--- src/hdl/sba_pkg.sv ---
`default_nettype none

package sba_pkg;

	// ----------------------------------------------------------------
	// Register map of the plain software port.
	// ----------------------------------------------------------------
	localparam logic [1:0] ADDR_CONTROL = 2'h0;
	localparam logic [1:0] ADDR_DATA    = 2'h1;
	localparam logic [1:0] ADDR_CONFIG  = 2'h2;

	// ----------------------------------------------------------------
	// Field positions of arbiter_control_reg and of the config register.
	// ----------------------------------------------------------------
	localparam int BIT_MODE_HI = 7;
	localparam int BIT_MODE_LO = 6;
	localparam int BIT_LOST    = 5;
	localparam int BIT_ACLK    = 4;
	localparam int BIT_FIN     = 3;
	localparam int BIT_RUN     = 2;
	localparam int BIT_OVFL    = 1;
	localparam int BIT_MSB     = 0;
	localparam int BIT_SRC_SEL = 0;

	// ----------------------------------------------------------------
	// Modes, widths and counts.
	// ----------------------------------------------------------------
	typedef enum logic [1:0] {
		SBA_MODE_IDLE  = 2'h0,
		SBA_MODE_MEAS  = 2'h1,
		SBA_MODE_ARB   = 2'h2,
		SBA_MODE_RSVD  = 2'h3
	} sba_mode_t;

	localparam int         CNT_W          = 9;
	localparam logic [8:0] CNT_MAX        = 9'h1ff;
	localparam logic [8:0] SAMPLE_BUSDIV  = 9'h038;
	localparam logic [8:0] SAMPLE_PRESC   = 9'h008;
	localparam logic [1:0] BUS_DIV_LAST   = 2'h3;
	localparam logic [7:0] RESET_CONTROL  = 8'h00;
	localparam logic [7:0] RESET_RDATA    = 8'h00;

endpackage
`default_nettype wire

--- src/hdl/sba_arbiter.sv ---
// How it works
// - A 9-bit counter with its own overflow bit, steered by the control register.
// - Mode 00 idle and reset, 01 bit time measurement, 10 bus arbitration, 11 reserved.
// - Lost flag sets on lost arbitration; writing zero to the high mode bit clears it.
// - Clock select 0 counts bus clock over four; 1 counts half the prescaler output.
// - A configuration bit chooses bus clock or fast oscillator clock for the prescaler.
// - Done flag sets when a measurement ends; any control write clears it.
// - Running flag reads 1 while the counter counts, 0 while stopped.
// - Overflow flag sets when the counter wraps; any control write clears it.
// - Writing 00 to the mode resets the counter and holds it there.
// - Counter top bit is readable in the control register; control writes clear it.
// - Low eight counter bits read from the data register; control writes clear them.
// - Select 0 measurement runs from one receive falling edge to the next.
// - Select 1 measurement runs while receive is low, stops on its rising edge.
// - Arbitration starts on transmit rise, samples receive at 0x38 or 0x08, low loses.
//
// Our own choices: the address-and-strobe port and the register addresses.
`timescale 1ns/10ps
`default_nettype none

module sba_arbiter (
	input  wire logic       core_clk,
	input  wire logic       reset,
	input  wire logic [1:0] regAddr,
	input  wire logic [7:0] regWdata,
	input  wire logic       regWrite,
	input  wire logic       regRead,
	output logic      [7:0] regRdata,
	input  wire logic       rxLine,
	input  wire logic       shiftRegisterTxOut,
	input  wire logic       prescalerTick,
	output logic            txPin,
	output logic            prescalerSourceSelect
);

	// ----------------------------------------------------------------
	// State of the whole block.
	// ----------------------------------------------------------------
	typedef struct packed {
		sba_pkg::sba_mode_t mode;
		logic               aclk;
		logic               lost;
		logic               fin;
		logic               run;
		logic               ovfl;
		logic [8:0]         cnt;
		logic               armed;
		logic               rxPrev;
		logic               txPrev;
		logic               srcSel;
		logic               txOut;
		logic [7:0]         rdata;
	} sba_state_t;

	sba_state_t st_q;
	sba_state_t st_d;
	logic       countTick;

	// Counter advance pulse from the selected source.
	sba_tick_gen u_tick (
		.core_clk      (core_clk),
		.reset         (reset),
		.aclkSel       (st_q.aclk),
		.prescalerTick (prescalerTick),
		.countTick     (countTick)
	);

	// ----------------------------------------------------------------
	// Decoded strobes and edge events.
	// ----------------------------------------------------------------
	logic ctrlWrite;
	logic cfgWrite;
	logic rxFall;
	logic rxRise;
	logic txRise;
	logic advance;
	logic wrap;
	logic finSet;
	logic lostSet;
	logic ovflSet;
	logic [8:0] sampleAt;

	// Edges are seen against last cycle's level; inputs are already synchronous.
	assign ctrlWrite = regWrite && (regAddr == sba_pkg::ADDR_CONTROL);
	assign cfgWrite  = regWrite && (regAddr == sba_pkg::ADDR_CONFIG);
	assign rxFall    = st_q.rxPrev && !rxLine;
	assign rxRise    = !st_q.rxPrev && rxLine;
	assign txRise    = !st_q.txPrev && shiftRegisterTxOut;
	assign advance   = st_q.run && countTick;
	assign wrap      = advance && (st_q.cnt == sba_pkg::CNT_MAX);
	assign sampleAt  = st_q.aclk ? sba_pkg::SAMPLE_PRESC : sba_pkg::SAMPLE_BUSDIV;

	// Flag set events, evaluated in the mode that is in force this cycle.
	always_comb begin
		finSet  = 1'b0;
		lostSet = 1'b0;
		ovflSet = wrap;
		if (st_q.mode == sba_pkg::SBA_MODE_MEAS && st_q.run) begin
			if (st_q.aclk) begin
				finSet = rxRise;
			end else begin
				finSet = rxFall;
			end
		end
		if (st_q.mode == sba_pkg::SBA_MODE_ARB && st_q.armed && st_q.run &&
			st_q.cnt == sampleAt && !rxLine) begin
			lostSet = 1'b1;
		end
	end

	// ----------------------------------------------------------------
	// Next state.
	// ----------------------------------------------------------------
	// Clears from a software write are applied first, so a hardware event in
	// the same cycle still lands; a lost flag or done flag is never dropped.
	always_comb begin
		st_d        = st_q;
		st_d.rxPrev = rxLine;
		st_d.txPrev = shiftRegisterTxOut;

		// Counting and mode behaviour.
		case (st_q.mode)
			sba_pkg::SBA_MODE_MEAS: begin
				st_d.armed = 1'b0;
				if (st_q.run) begin
					if (finSet) begin
						st_d.run = 1'b0;
					end else if (advance) begin
						st_d.cnt = st_q.cnt + 9'h001;
					end
				end else if (!st_q.fin) begin
					// Select 1 starts on a low level, so a low line at enable
					// starts at once; select 0 waits for a true falling edge.
					if (st_q.aclk ? !rxLine : rxFall) begin
						st_d.run = 1'b1;
					end
				end
			end
			sba_pkg::SBA_MODE_ARB: begin
				if (txRise) begin
					st_d.cnt   = '0;
					st_d.run   = 1'b1;
					st_d.armed = 1'b1;
				end else if (st_q.armed && !shiftRegisterTxOut) begin
					// Transmit went low before the sense point was reached:
					// restart and wait for the next rising edge.
					st_d.cnt   = '0;
					st_d.run   = 1'b0;
					st_d.armed = 1'b0;
				end else begin
					if (st_q.armed && st_q.run && st_q.cnt == sampleAt) begin
						st_d.armed = 1'b0; // Sense only once per bit.
					end
					if (advance) begin
						st_d.cnt = st_q.cnt + 9'h001;
					end
				end
			end
			sba_pkg::SBA_MODE_RSVD: begin
				st_d.cnt   = '0;
				st_d.run   = 1'b0;
				st_d.armed = 1'b0;
			end
			default: begin
				st_d.cnt   = '0;
				st_d.run   = 1'b0;
				st_d.armed = 1'b0;
			end
		endcase

		// Software write to the control register.
		if (ctrlWrite) begin
			st_d.mode = sba_pkg::sba_mode_t'(regWdata[sba_pkg::BIT_MODE_HI:sba_pkg::BIT_MODE_LO]);
			st_d.aclk = regWdata[sba_pkg::BIT_ACLK];
			st_d.fin  = 1'b0;
			st_d.ovfl = 1'b0;
			st_d.cnt  = '0;
			if (!regWdata[sba_pkg::BIT_MODE_HI]) begin
				st_d.lost = 1'b0;
			end
		end
		if (cfgWrite) begin
			st_d.srcSel = regWdata[sba_pkg::BIT_SRC_SEL];
		end

		// Hardware sets win over the clears above.
		if (finSet) begin
			st_d.fin = 1'b1;
		end
		if (ovflSet) begin
			st_d.ovfl = 1'b1;
		end
		if (lostSet) begin
			st_d.lost = 1'b1;
		end

		// The pin follows the shifter unless arbitration was lost.
		st_d.txOut = shiftRegisterTxOut | st_q.lost | lostSet;

		// Read data stand for exactly one cycle after the strobe.
		st_d.rdata = sba_pkg::RESET_RDATA;
		if (regRead) begin
			case (regAddr)
				sba_pkg::ADDR_CONTROL: begin
					st_d.rdata = {st_q.mode, st_q.lost, st_q.aclk,
						st_q.fin, st_q.run, st_q.ovfl, st_q.cnt[8]};
				end
				sba_pkg::ADDR_DATA: begin
					st_d.rdata = st_q.cnt[7:0];
				end
				sba_pkg::ADDR_CONFIG: begin
					st_d.rdata = {7'h00, st_q.srcSel};
				end
				default: begin
					st_d.rdata = 8'h00;
				end
			endcase
		end
	end

	// ----------------------------------------------------------------
	// State register.
	// ----------------------------------------------------------------
	// The idle line level is high, so edge history starts high to avoid a
	// false rising edge on the first cycle after reset.
	always_ff @(posedge core_clk) begin
		if (reset) begin
			st_q        <= '0;
			st_q.rxPrev <= 1'b1;
			st_q.txPrev <= 1'b1;
			st_q.txOut  <= 1'b1;
		end else begin
			st_q <= st_d;
		end
	end

	assign regRdata              = st_q.rdata;
	assign txPin                 = st_q.txOut;
	assign prescalerSourceSelect = st_q.srcSel;

	// ----------------------------------------------------------------
	// Checks.
	// ----------------------------------------------------------------
	a_mode_store: assert property (@(posedge core_clk) disable iff (reset)
		ctrlWrite |=> st_q.mode == $past(regWdata[7:6]))
		else $error("Mode field did not take the written value.");

	a_lost_clear: assert property (@(posedge core_clk) disable iff (reset)
		ctrlWrite && !regWdata[7] && !lostSet |=> !st_q.lost)
		else $error("Lost flag survived a write of zero to the high mode bit.");

	a_count_on_tick: assert property (@(posedge core_clk) disable iff (reset)
		st_q.run && !ctrlWrite && !txRise && !countTick &&
		!(st_q.mode == sba_pkg::SBA_MODE_ARB && st_q.armed && !shiftRegisterTxOut)
		|=> $stable(st_q.cnt))
		else $error("Counter moved without an advance pulse.");

	a_src_select: assert property (@(posedge core_clk) disable iff (reset)
		cfgWrite |=> prescalerSourceSelect == $past(regWdata[0]))
		else $error("Prescaler source did not follow the configuration write.");

	a_fin_clear: assert property (@(posedge core_clk) disable iff (reset)
		ctrlWrite && !finSet |=> !st_q.fin)
		else $error("Done flag survived a control write.");

	a_idle_stopped: assert property (@(posedge core_clk) disable iff (reset)
		st_q.mode == sba_pkg::SBA_MODE_IDLE ##1 st_q.mode == sba_pkg::SBA_MODE_IDLE
		|-> !st_q.run && st_q.cnt == 9'h000)
		else $error("Counter not held reset in idle.");

	a_ovfl_set: assert property (@(posedge core_clk) disable iff (reset)
		wrap |=> st_q.ovfl)
		else $error("Overflow flag missed a counter wrap.");

	a_write_clr_cnt: assert property (@(posedge core_clk) disable iff (reset)
		ctrlWrite |=> st_q.cnt == 9'h000)
		else $error("Counter not cleared by a control write.");

	a_read_low: assert property (@(posedge core_clk) disable iff (reset)
		regRead && regAddr == sba_pkg::ADDR_DATA |=> regRdata == $past(st_q.cnt[7:0]))
		else $error("Data register read did not return the counter low bits.");

	a_meas_stop: assert property (@(posedge core_clk) disable iff (reset)
		st_q.mode == sba_pkg::SBA_MODE_MEAS && !st_q.aclk && st_q.run && rxFall
		|=> st_q.fin && !st_q.run)
		else $error("Measurement did not stop on the second falling edge.");

	a_meas_lowstart: assert property (@(posedge core_clk) disable iff (reset)
		st_q.mode == sba_pkg::SBA_MODE_MEAS && st_q.aclk && !st_q.run && !st_q.fin &&
		!rxLine && !ctrlWrite |=> st_q.run)
		else $error("Low receive line did not start the measurement.");

	a_arb_start: assert property (@(posedge core_clk) disable iff (reset)
		st_q.mode == sba_pkg::SBA_MODE_ARB && txRise && !ctrlWrite
		|=> st_q.run && st_q.cnt == 9'h000)
		else $error("Arbitration counter did not start on transmit rise.");

	a_lost_forces: assert property (@(posedge core_clk) disable iff (reset)
		st_q.lost |=> txPin)
		else $error("Transmit pin not forced high after arbitration loss.");

	a_rsvd_hold: assert property (@(posedge core_clk) disable iff (reset)
		st_q.mode == sba_pkg::SBA_MODE_RSVD && !ctrlWrite
		|=> st_q.cnt == 9'h000 && $stable(st_q.fin) && $stable(st_q.lost))
		else $error("Reserved mode did not behave as idle.");

	a_lost_hold: assert property (@(posedge core_clk) disable iff (reset)
		st_q.lost && !(ctrlWrite && !regWdata[sba_pkg::BIT_MODE_HI]) |=> st_q.lost)
		else $error("Lost flag dropped without a clearing write.");

	a_ovfl_clear: assert property (@(posedge core_clk) disable iff (reset)
		ctrlWrite && !ovflSet |=> !st_q.ovfl)
		else $error("Overflow flag survived a control write.");

	a_msb_read: assert property (@(posedge core_clk) disable iff (reset)
		regRead && regAddr == sba_pkg::ADDR_CONTROL |=> regRdata[0] == $past(st_q.cnt[8]))
		else $error("Control read did not return the counter top bit.");

	a_meas_start0: assert property (@(posedge core_clk) disable iff (reset)
		st_q.mode == sba_pkg::SBA_MODE_MEAS && !st_q.aclk && !st_q.run && !st_q.fin &&
		rxFall |=> st_q.run)
		else $error("Falling receive edge did not start the measurement.");

	a_meas_rise1: assert property (@(posedge core_clk) disable iff (reset)
		st_q.mode == sba_pkg::SBA_MODE_MEAS && st_q.aclk && st_q.run && rxRise
		|=> st_q.fin && !st_q.run)
		else $error("Measurement did not stop on the receive rise.");

	a_meas_count: assert property (@(posedge core_clk) disable iff (reset)
		st_q.mode == sba_pkg::SBA_MODE_MEAS && advance && !finSet && !ctrlWrite
		|=> st_q.cnt == $past(st_q.cnt) + 9'h001)
		else $error("Running counter did not step on an advance pulse.");

	a_arb_sense: assert property (@(posedge core_clk) disable iff (reset)
		st_q.mode == sba_pkg::SBA_MODE_ARB && st_q.armed && st_q.run &&
		st_q.cnt == sampleAt && !rxLine |=> st_q.lost)
		else $error("Dominant receive at the sense point did not set the lost flag.");

	a_arb_restart: assert property (@(posedge core_clk) disable iff (reset)
		st_q.mode == sba_pkg::SBA_MODE_ARB && st_q.armed && !shiftRegisterTxOut &&
		!ctrlWrite |=> !st_q.run && st_q.cnt == 9'h000)
		else $error("Transmit low before the sense point did not restart the count.");

	a_tx_follow: assert property (@(posedge core_clk) disable iff (reset)
		!st_q.lost && !lostSet |=> txPin == $past(shiftRegisterTxOut))
		else $error("Transmit pin did not follow the shifter while arbitration held.");

endmodule // sba_arbiter
`default_nettype wire

--- src/hdl/sba_tick_gen.sv ---
`timescale 1ns/10ps
`default_nettype none

// Produces the one-cycle advance pulse of the arbiter counter.
module sba_tick_gen (
	input  wire logic core_clk,
	input  wire logic reset,
	input  wire logic aclkSel,
	input  wire logic prescalerTick,
	output logic      countTick
);

	// ----------------------------------------------------------------
	// State.
	// ----------------------------------------------------------------
	typedef struct packed {
		logic [1:0] busDiv;
		logic       halfPhase;
		logic       tick;
	} sba_tick_state_t;

	sba_tick_state_t st_q;
	sba_tick_state_t st_d;

	// Both dividers run freely so a change of source never waits for a restart.
	always_comb begin
		st_d           = st_q;
		st_d.busDiv    = st_q.busDiv + 2'h1;
		if (prescalerTick) begin
			st_d.halfPhase = ~st_q.halfPhase;
		end
		if (aclkSel) begin
			st_d.tick = prescalerTick & st_q.halfPhase;
		end else begin
			st_d.tick = (st_q.busDiv == sba_pkg::BUS_DIV_LAST);
		end
	end

	// Registers the state.
	always_ff @(posedge core_clk) begin
		if (reset) begin
			st_q <= '0;
		end else begin
			st_q <= st_d;
		end
	end

	assign countTick = st_q.tick;

endmodule // sba_tick_gen
`default_nettype wire

--- config.mk ---
export PLATFORM = sky130hd
export DESIGN_NAME = sba_arbiter
export DESIGN_NICKNAME = d
export VERILOG_FILES = /design/src/hdl/sba_pkg.sv /design/src/hdl/sba_arbiter.sv /design/src/hdl/sba_tick_gen.sv
export SDC_FILE = /design/constraint.sdc
export NUM_CORES = 1
export LEC_CHECK = 0
export ABC_AREA = 0
export BUFFER_PORTS_ARGS = -buffer_cell sky130_fd_sc_hd__buf_2
export CORE_UTILIZATION = 45
export DETAILED_ROUTE_END_ITERATION = 7
export PLACE_DENSITY_LB_ADDON = 0.25
export SETUP_SLACK_MARGIN = 0.4
export SKIP_LAST_GASP = 1
export SYNTH_ARGS = -nofsm -noshare
export SYNTH_HDL_FRONTEND = slang
export SYNTH_SLANG_ARGS = --single-unit
--- constraint.sdc ---
create_clock -name core_clk -period 2.35 [get_ports core_clk]
set_clock_uncertainty 0.2 [all_clocks]
set_input_delay 0.1175 -clock core_clk [delete_from_list [all_inputs] [get_ports core_clk]]
set_output_delay 0.1175 -clock core_clk [all_outputs]
set_load 0.02 [all_outputs]
# Yosys cells after proc, flatten, opt, wreduce, memory -nomap -nowiden
# Index checks and enable logic that the tools add are counted.
# classes
add_sub_neg	2
eq_ne	12
n_mux	27
bitwise	5
n_reduce_logical	27
# op_table
cell	n
2-to-1 mux 10 bit	3
2-to-1 mux 9 bit	3
one-hot mux 8 bit (3 select lines)	1
one-hot mux 10 bit (2 select lines)	1
2-to-1 mux 1 bit	16
logical AND 1 bit	15
adder 9 x 1 -> 9 bit (second input constant)	1
== test 9 x 6 -> 1 bit	1
== test 9 bit (second input constant)	1
== test 2 bit (second input constant)	3
2-to-1 mux 6 bit	1
nonzero test 2 bit	3
== test 2 x 1 -> 1 bit (second input constant)	2
zero test 1 bit	4
inequality test 2 bit (second input constant)	2
inequality test 4 x 2 -> 1 bit (second input constant)	1
AND reduction 2 bit	2
OR reduction 2 bit	2
inequality test 3 x 2 -> 1 bit (second input constant)	1
adder 2 x 1 -> 2 bit (second input constant)	1
zero test 2 bit	1
2-to-1 mux 2 bit	1
inequality test 2 x 1 -> 1 bit (second input constant)	1
inverter 1 bit	2
other kinds (3)	4
# word_totals
register_bits	33
inputBits	17
output_inout_bits	10
word_cells	89

# Longest topological paths before layout
# Gate-level depths: netlist of the first run.
# logic_depth
ltp_word	9
ltp_mapped	7
mapped_depth_nobuf	6

# Cells and area by module
# A second synthesis of the first run with hierarchy kept.
# unflattened
cells_unflattened	176
area_unflattened_um2	1600.3
# by_module_without_submodules
mod	instances	cells_per_inst	area_each_um2	seq_area_each_um2
sba_arbiter	1	164	1468.9	580.6
sba_tick_gen	1	12	131.4	80.1

# Worst setup path before layout of the first run
# OpenSTA, ideal clock, no wires.
# synth_timing
path_type	register to register
from	reg st_q[28] (netlist name)
to	reg st_q[18] (netlist name)
setup_ps	70
arrival_ps	1515
required_ps	2080
path_slack_ps	566
stages_incl_launch_ff	7
path_buffers	0
period_less_slack_ps	1784
path_cell_list	dfxtp_1 inv_1 ha_1 nand4b_2 nand4_4 or4_1 a21oi_1
# synth_via
elab_chain_len	5
word_cells_on_any_way	8
cone_classes	eq/ne (4); mux (2); reduce/logical (2)
# synth_rtl
element	line	text
from (decl)	sba_arbiter.sv:55	sba_state_t st_q;
from (signal assigned)	sba_arbiter.sv:233	st_q <= st_d;
== test 2 x 1 -> 1 bit	sba_arbiter.sv:98, sba_arbiter.sv:122	
logical AND 1 bit	sba_arbiter.sv:98	if (st_q.mode == sba_pkg::SBA_MODE_MEAS && st_q.run) begin
2-to-1 mux 1 bit	sba_arbiter.sv:98	
inequality test 2 bit (no line)	--	
AND reduction 2 bit (no line)	--	
# Several ways; a longest one is shown, not always the timed one.
# A chain may end at the register's enable or synchronous reset.

# Worst setup path in the final report of the first run
# Ends and elaborated chain as after synthesis.

==> impl_metrics.ini, run 1 <==
[placement]
place_congestion = 0.828
dp_hpwl_um = 2390
placed_cells = 231
buffer_ports.inserted = 22

[min_path]
worstHoldPathType = input pin to flop
whs_path_cells = 3
min_from = regAddr[0]

[sta]
report.final.slew_viol_count = 0
maxSlewHeadroom = 0.797
fmax_mhz = 541
setup_viol = 0
finalCritPeriodShare = 0.787
number_of_failing_hold_endpoints_at_the_final_stage = 0
worst_hold_margin_ps = 18.8
tightestPinTransition_ps = 300
min_period_ps = 1850
unrepaired_setup_endpoints_after_global_routing = false
fin_setup_tns_ps = 0

[layout]
flow.area_growth_from_synthesis_pct = 21.6
num_antenna_cells = 0
drive_gt1_frac = 0.213
layout.cells.most_common_list = sky130_fd_sc_hd__dfxtp_1, sky130_fd_sc_hd__nor2_1, sky130_fd_sc_hd__buf_2
mostFrequentLayoutCell = sky130_fd_sc_hd__dfxtp_1
layout.nets = 229
cell_count_final_fillers_out = 253

[global_route]
grt_pass1_wl_um = 5350
grt_pass1_vias = 1247
groute.usage.overall = 0.202
initial_antenna_violation_count = 0
grt_max_degree = 19
gr-max-usage-layer = met2
grt.met2_usage = 0.347
groute.layer.met3.usage = 0.0642
grt.overflow.total = 0
grt.met1_usage = 0.223

[clock_tree]
tritoncts = built
cts_num_sinks = 33
clock_slew_at_the_register_clock_pins_of_the_worst_setup_and_hold_paths_ps = 110
cts.path.max_buffers = 2
h-tree-depth = 2
numCtsBuffers = 5
clock_latency_ps = 350
postCtsSetupBuffers = 0
root_buffer = sky130_fd_sc_hd__clkbuf_4

[routing]
drt_wl_total_um = 3340
routed_via_density = 5.32
ant_nets = 0
drc = 0
routedWlPerCell_um = 13.2
drtIter0Drc = 57
num_vias = 1345
first_pass_iters = 5

[floorplanning]
design.portCount = 27
die-width_um = 61.7
floorplan.die.height_um = 61.7
rows = 21
start_util = 0.474
die_outline_area_mm2 = 0.00381
design.core.area_mm2 = 0.00339

[critical_path]
required_arrival_time_at_the_worst_endpoint_ps = 2430
crit_start = st_q[28]
critical_path_arrival_ps = 1930
setup.worst_path.class = flop to flop
path_max_fanout = 6
cell_count_of_the_worst_reg_to_reg_path = 6
start_kind = flop
crit-reg2reg-launch = st_q[28]
critPathCaptureType = flop

[power]
irDropWorstVdd_uv = 459
power_density_mw_per_mm2 = 613
sum_of_internal_switching_and_leakage_power_uw = 1200
leakagePower_uw = 0.000769

[synthesis]
ys_ff_latch = 33
postSynthAreaPerCell_um2 = 9.07
net_count_synth = 200
synth-warning-count = 0
postSynthCellCount = 177
post_synth_num_cell_types = 43
synth-main-ff-cell = sky130_fd_sc_hd__dfxtp_1
seq_area_frac_synth = 0.412
synth-async-reset-ratio = 0
synthesis.area_mm2 = 0.00161
synth-edff-count = 0

[status]
run_status = complete, no violations

[flow_run]
maxCapViolCount = 0
## per-stage QoR
step / instance area, um2 / setup WS (ps) / util
final: 1950 / 501 / 0.576
after global routing: 1950 / 405 / 0.576
after CTS: 1940 / 394 / 0.572
after detailed placement: 1690 / 412 / 0.498
after global placement: 1690 / 455 / 0.498
after floorplan: 1610 / 566 / -
## worst max-delay path: stages (launching register included)
cell and delay (ps):
sky130_fd_sc_hd__dfxtp_2 360, sky130_fd_sc_hd__inv_1 60, sky130_fd_sc_hd__ha_2 230, sky130_fd_sc_hd__nand4bb_4 160, sky130_fd_sc_hd__nand4_4 140, sky130_fd_sc_hd__or4_1 490, sky130_fd_sc_hd__a21oi_1 140
## registers in the layout (all words and copies together) (netlist names)
register and cells:
u_tick.countTick 1, txPin 1, regRdata 8, u_tick.st_q 3
st_q 19, prescalerSourceSelect 1
## where the power goes
part	switching, uW	internal (uW)	total, uW	leakage [uW]
sequential	8.44	570	579	0.000269
combinational	39.9	45.0	84.9	0.000444
clock	203	329	532	0.0000552
## timing repair
item / CTS / global route
hold buffers: 14 / 0
setup endpoints to repair: 2 / 5
resized for setup: 1 / 5
endpoints found under the hold margin: 23 / 0
## layer usage
layer | wire length (um) | vias up | part of all wire
met5 | 0 | - | 0
met4 | 79 | 0 | 0.024
li1 | - | 674 | -
met3 | 174 | 8 | 0.052
met1 | 1460 | 621 | 0.44
met2 | 1630 | 42 | 0.49
## path summary, 6_finish.rpt
| kind | end | slack (ps) |
|---|---|---|
| setup reg to reg | st_q[18] | 500 |
| hold / removal | regRdata[5] | 20 |
| setup / recovery | st_q[18] | 500 |
| hold reg to reg | u_tick.st_q[2] | 240 |
## layout make-up
cell class / instances / area, um2
clock inverter: 3 / 65.1
timing repair buffer: 37 / 258
multi-input combinational: 124 / 851
fill: 313 / 1440
sequential: 33 / 664
tap: 46 / 57.6
inverter: 5 / 18.8
clock buffer: 5 / 37.5
## cell usage after synthesis, drive strengths merged (3+ instances only)
cell	instances	area, um2
dfxtp	33	661
nor2	26	97.6
a21oi	12	60.1
buf	12	82.6
nand2	12	45.0
mux2i	10	100
nand3	7	40.0
ha	6	75.1
inv	5	18.8
nand2b	5	31.3
o21ai	5	25.0
clkbuf	3	11.3
nand4	3	33.8
nor3b	3	22.5
o31ai	3	22.5
or2	3	18.8
or4	3	22.5
## kinds of logic after synthesis
kind of cell / count (synthesis) / synth area share
multiplexers: 11 / 0.0694
buffers and inverters: 20 / 0.0701
AO/OA/AOI/OAI: 28 / 0.106
flip-flops: 33 / 0.412
XOR/XNOR: 3 / 0.0164
AND/OR/NAND/NOR: 76 / 0.280
adder cells (fa/ha/maj): 6 / 0.0468
Note: power is estimated with default switching activity, not from simulation.
==> inputs of run 2 (changes only) <==
--- a/config.mk
+++ b/config.mk
@@ -5,7 +5,7 @@
 export SDC_FILE = /design/constraint.sdc
 export NUM_CORES = 1
 export LEC_CHECK = 0
-export ABC_AREA = 0
+export ABC_AREA = 1
 export BUFFER_PORTS_ARGS = -buffer_cell sky130_fd_sc_hd__buf_2
 export CORE_UTILIZATION = 45
 export DETAILED_ROUTE_END_ITERATION = 7
==> constraint.sdc (replaced) <==
create_clock -name core_clk -period 1.5 [get_ports core_clk]
set_clock_uncertainty 0.2 [all_clocks]
set_input_delay 0.075 -clock core_clk [delete_from_list [all_inputs] [get_ports core_clk]]
set_output_delay 0.075 -clock core_clk [all_outputs]
set_load 0.02 [all_outputs]
==> impl_metrics.ini, run 2 <==
[power]
p_comb_frac = 0.122
p_seq_frac = 0.557
leakagePower_uw = 0.000916
clockPowerShare = 0.321
switch_pwr_uw = 425
p_int_uw = 1200
net_switching_fraction_of_the_power = 0.261
irDropWorstVdd_uv = 396
power_density_mw_per_mm2 = 739

[layout]
layout.area.seq_um2 = 687
flow.area_growth_from_synthesis_pct = 33.6
layout.cells.most_common_list = sky130_fd_sc_hd__nand2_1, sky130_fd_sc_hd__a21oi_1, sky130_fd_sc_hd__inv_1
flip_flop_count_of_the_largest_register_all_copies_and_words_added = 19
num_antenna_cells = 0
max_flop_register = st_q
area_occupied_by_multi_input_gates_um2 = 893
post-route-util = 0.645
drive_gt1_frac = 0.373
layout.cell_area.non_filler_mm2 = 0.00220
layout.nets = 294
mostFrequentLayoutCell = sky130_fd_sc_hd__nand2_1
filler_cell_count = 290

[floorplanning]
start_util = 0.482
die-width_um = 62.5
design.core.area_mm2 = 0.00342
rows = 21
floorplan.die.height_um = 62.5
design.portCount = 27
die_outline_area_mm2 = 0.00391

[clock_tree]
root_buffer = sky130_fd_sc_hd__clkbuf_4
clock_slew_at_the_register_clock_pins_of_the_worst_setup_and_hold_paths_ps = 100
h-tree-depth = 2
tritoncts = built
cts.path.max_buffers = 2
clock_latency_ps = 340
cts_num_sinks = 33
numCtsBuffers = 5

[synthesis]
synth_top_area_share = 0.401
net_count_synth = 248
library_cell_with_the_largest_summed_area_after_synthesis = sky130_fd_sc_hd__dfxtp_1
ys_ff_latch = 33
synth_top_family_by_area = simple AND/OR/NAND/NOR gates
seq_area_frac_synth = 0.401
yosys-top-cells-count = sky130_fd_sc_hd__nand2_1, sky130_fd_sc_hd__dfxtp_1, sky130_fd_sc_hd__inv_1
synth-main-ff-cell = sky130_fd_sc_hd__dfxtp_1
count_leader_synth = sky130_fd_sc_hd__nand2_1
synthAdderAreaFrac = 0.0456
synth-edff-count = 0
postSynthCellCount = 225
post_synth_xor_area_fraction = 0
synth-warning-count = 0
synth-async-reset-ratio = 0
synth-simple-area-share = 0.320
synth.area.mux_share = 0
synth_compound_gate_area_share = 0.120
post_synth_num_cell_types = 23
synthesis.area_mm2 = 0.00165
synth_area_leaders = sky130_fd_sc_hd__dfxtp_1, sky130_fd_sc_hd__nand2_1, sky130_fd_sc_hd__a21oi_1
postSynthAreaPerCell_um2 = 7.32

[flow_run]
maxCapViolCount = 0

[critical_path]
required_arrival_time_at_the_worst_endpoint_ps = 1590
setup.worst_path.class = flop to flop
critPathCaptureType = flop
path_max_fanout = 5
cpPeakStageDelay_ps = 380
crit_chain = inv_4 > ha_4 > inv_2 > nor2_2 > nand2_2 > a21oi_4 > nand2_4 > inv_4 > nand2_2 > nor2_2
start_kind = flop
cp_slowest_cell = sky130_fd_sc_hd__dfxtp_4
critical_path_arrival_ps = 1600

[routing]
drt_wl_total_um = 3960
first_pass_iters = 4
drtIter0Drc = 74
routedWlPerCell_um = 12.5
drc = 0
num_vias = 1559
ant_nets = 0
routed_via_density = 4.92

[placement]
place_area_mm2 = 0.00190
place_worst_setup_slack_ps = -53.8
buffer_ports.inserted = 22
dp_hpwl_um = 2780
place_congestion = 0.906

[sta]
min_period_ps = 1510
report.final.slew_viol_count = 0
maxSlewHeadroom = 0.745
fmax_mhz = 660
worst_hold_margin_ps = -101
fin_setup_tns_ps = -24.5
finalCritPeriodShare = 1.01
unrepaired_setup_endpoints_after_global_routing = true
worst_slack_ps = -14.0
number_of_failing_hold_endpoints_at_the_final_stage = 14
tightestPinTransition_ps = 381
setup_viol = 2

[global_route]
grt_pass1_wl_um = 6680
grt.overflow.total = 0
groute.usage.overall = 0.223
grt_max_degree = 11
initial_antenna_violation_count = 0
grt_pass1_vias = 1470

[status]
run_status = finished with violations
violations = hold timing, setup timing

[min_path]
worstHoldPathType = input pin to flop
[run 2: cell types whose count changed in the layout (fill, tap and decap cells not counted), sizes merged, moves of 4 or more]
cell         delta
dlygate4sd3     -4
nand3           +6
nor2            -5
nand2          +53
buf            +14
mux2i          -10
a21oi          +15
nand2b          -5
inv            +26
[run 2: cell families after synthesis]
kind of cell | count (synthesis)
adders and majority gates | 6
buffers and inverters | 41
AOI/OAI and AO/OA | 36
and+or+nand+nor | 109
DFF | 33
[run 2: cell type report]
cell class,instances,area share
multi-input combinational,151,0.406
sequential,33,0.312
timing repair buffer,48,0.173
inverter,32,0.0585
tap,46,0.0261
clock buffer,7,0.0250
[run 2: critical path: cells and delay by family, from the launching register on]
family	cells	cell delay, ps
AOI/OAI and AO/OA	1	210
and+or+nand+nor	5	370
DFF	1	380
buffers and inverters	3	160
adders and majority gates	1	130
[run 2: power by group through the flow]
stage	logic, uW	clock network (uW)	registers (uW)
after global placement	160	0	928
after floorplan	100	0	929
after CTS	187	525	906
after detailed placement	160	0	928
final	198	522	907
after global routing	217	572	909
[run 2: what timing repair did]
| action | in CTS | in global routing |
|---|---|---|
| pin swaps | 15 | 3 |
| hold buffers | 11 | 1 |
| gates cloned | 0 | 0 |
| endpoints found under the hold margin | 24 | 13 |
| resized for setup | 21 | 27 |
| buffers inserted | 1 | 1 |
| endpoints found under the setup margin | 17 | 32 |
[run 2: per-layer routing]
metal  GRT usage  up-vias  part of all wire
li1            -      806                 -
met1       0.281      708              0.47
met2       0.364       38              0.47
met3      0.0438        7             0.044
met4       0.105        0             0.019
met5           0        -                 0
[run 2: final timing paths]
kind / start / to / slack (ps) / cells past startpoint
max: st_q[27] / st_q[21] / -10 / 10
min: reset / regRdata[1] / -100 / 4
max reg2reg: st_q[27] / st_q[21] / -10 / 10
min reg2reg: u_tick.st_q[2] / u_tick.st_q[2] / 230 / 1
[run 2: per-stage QoR]
stage,cells,total power (uW)
2_1_floorplan,225,1030
3_3_place_gp,297,1090
3_5_place_dp,297,1090
4_1_cts,316,1620
5_1_grt,317,1700
6_report,317,1630
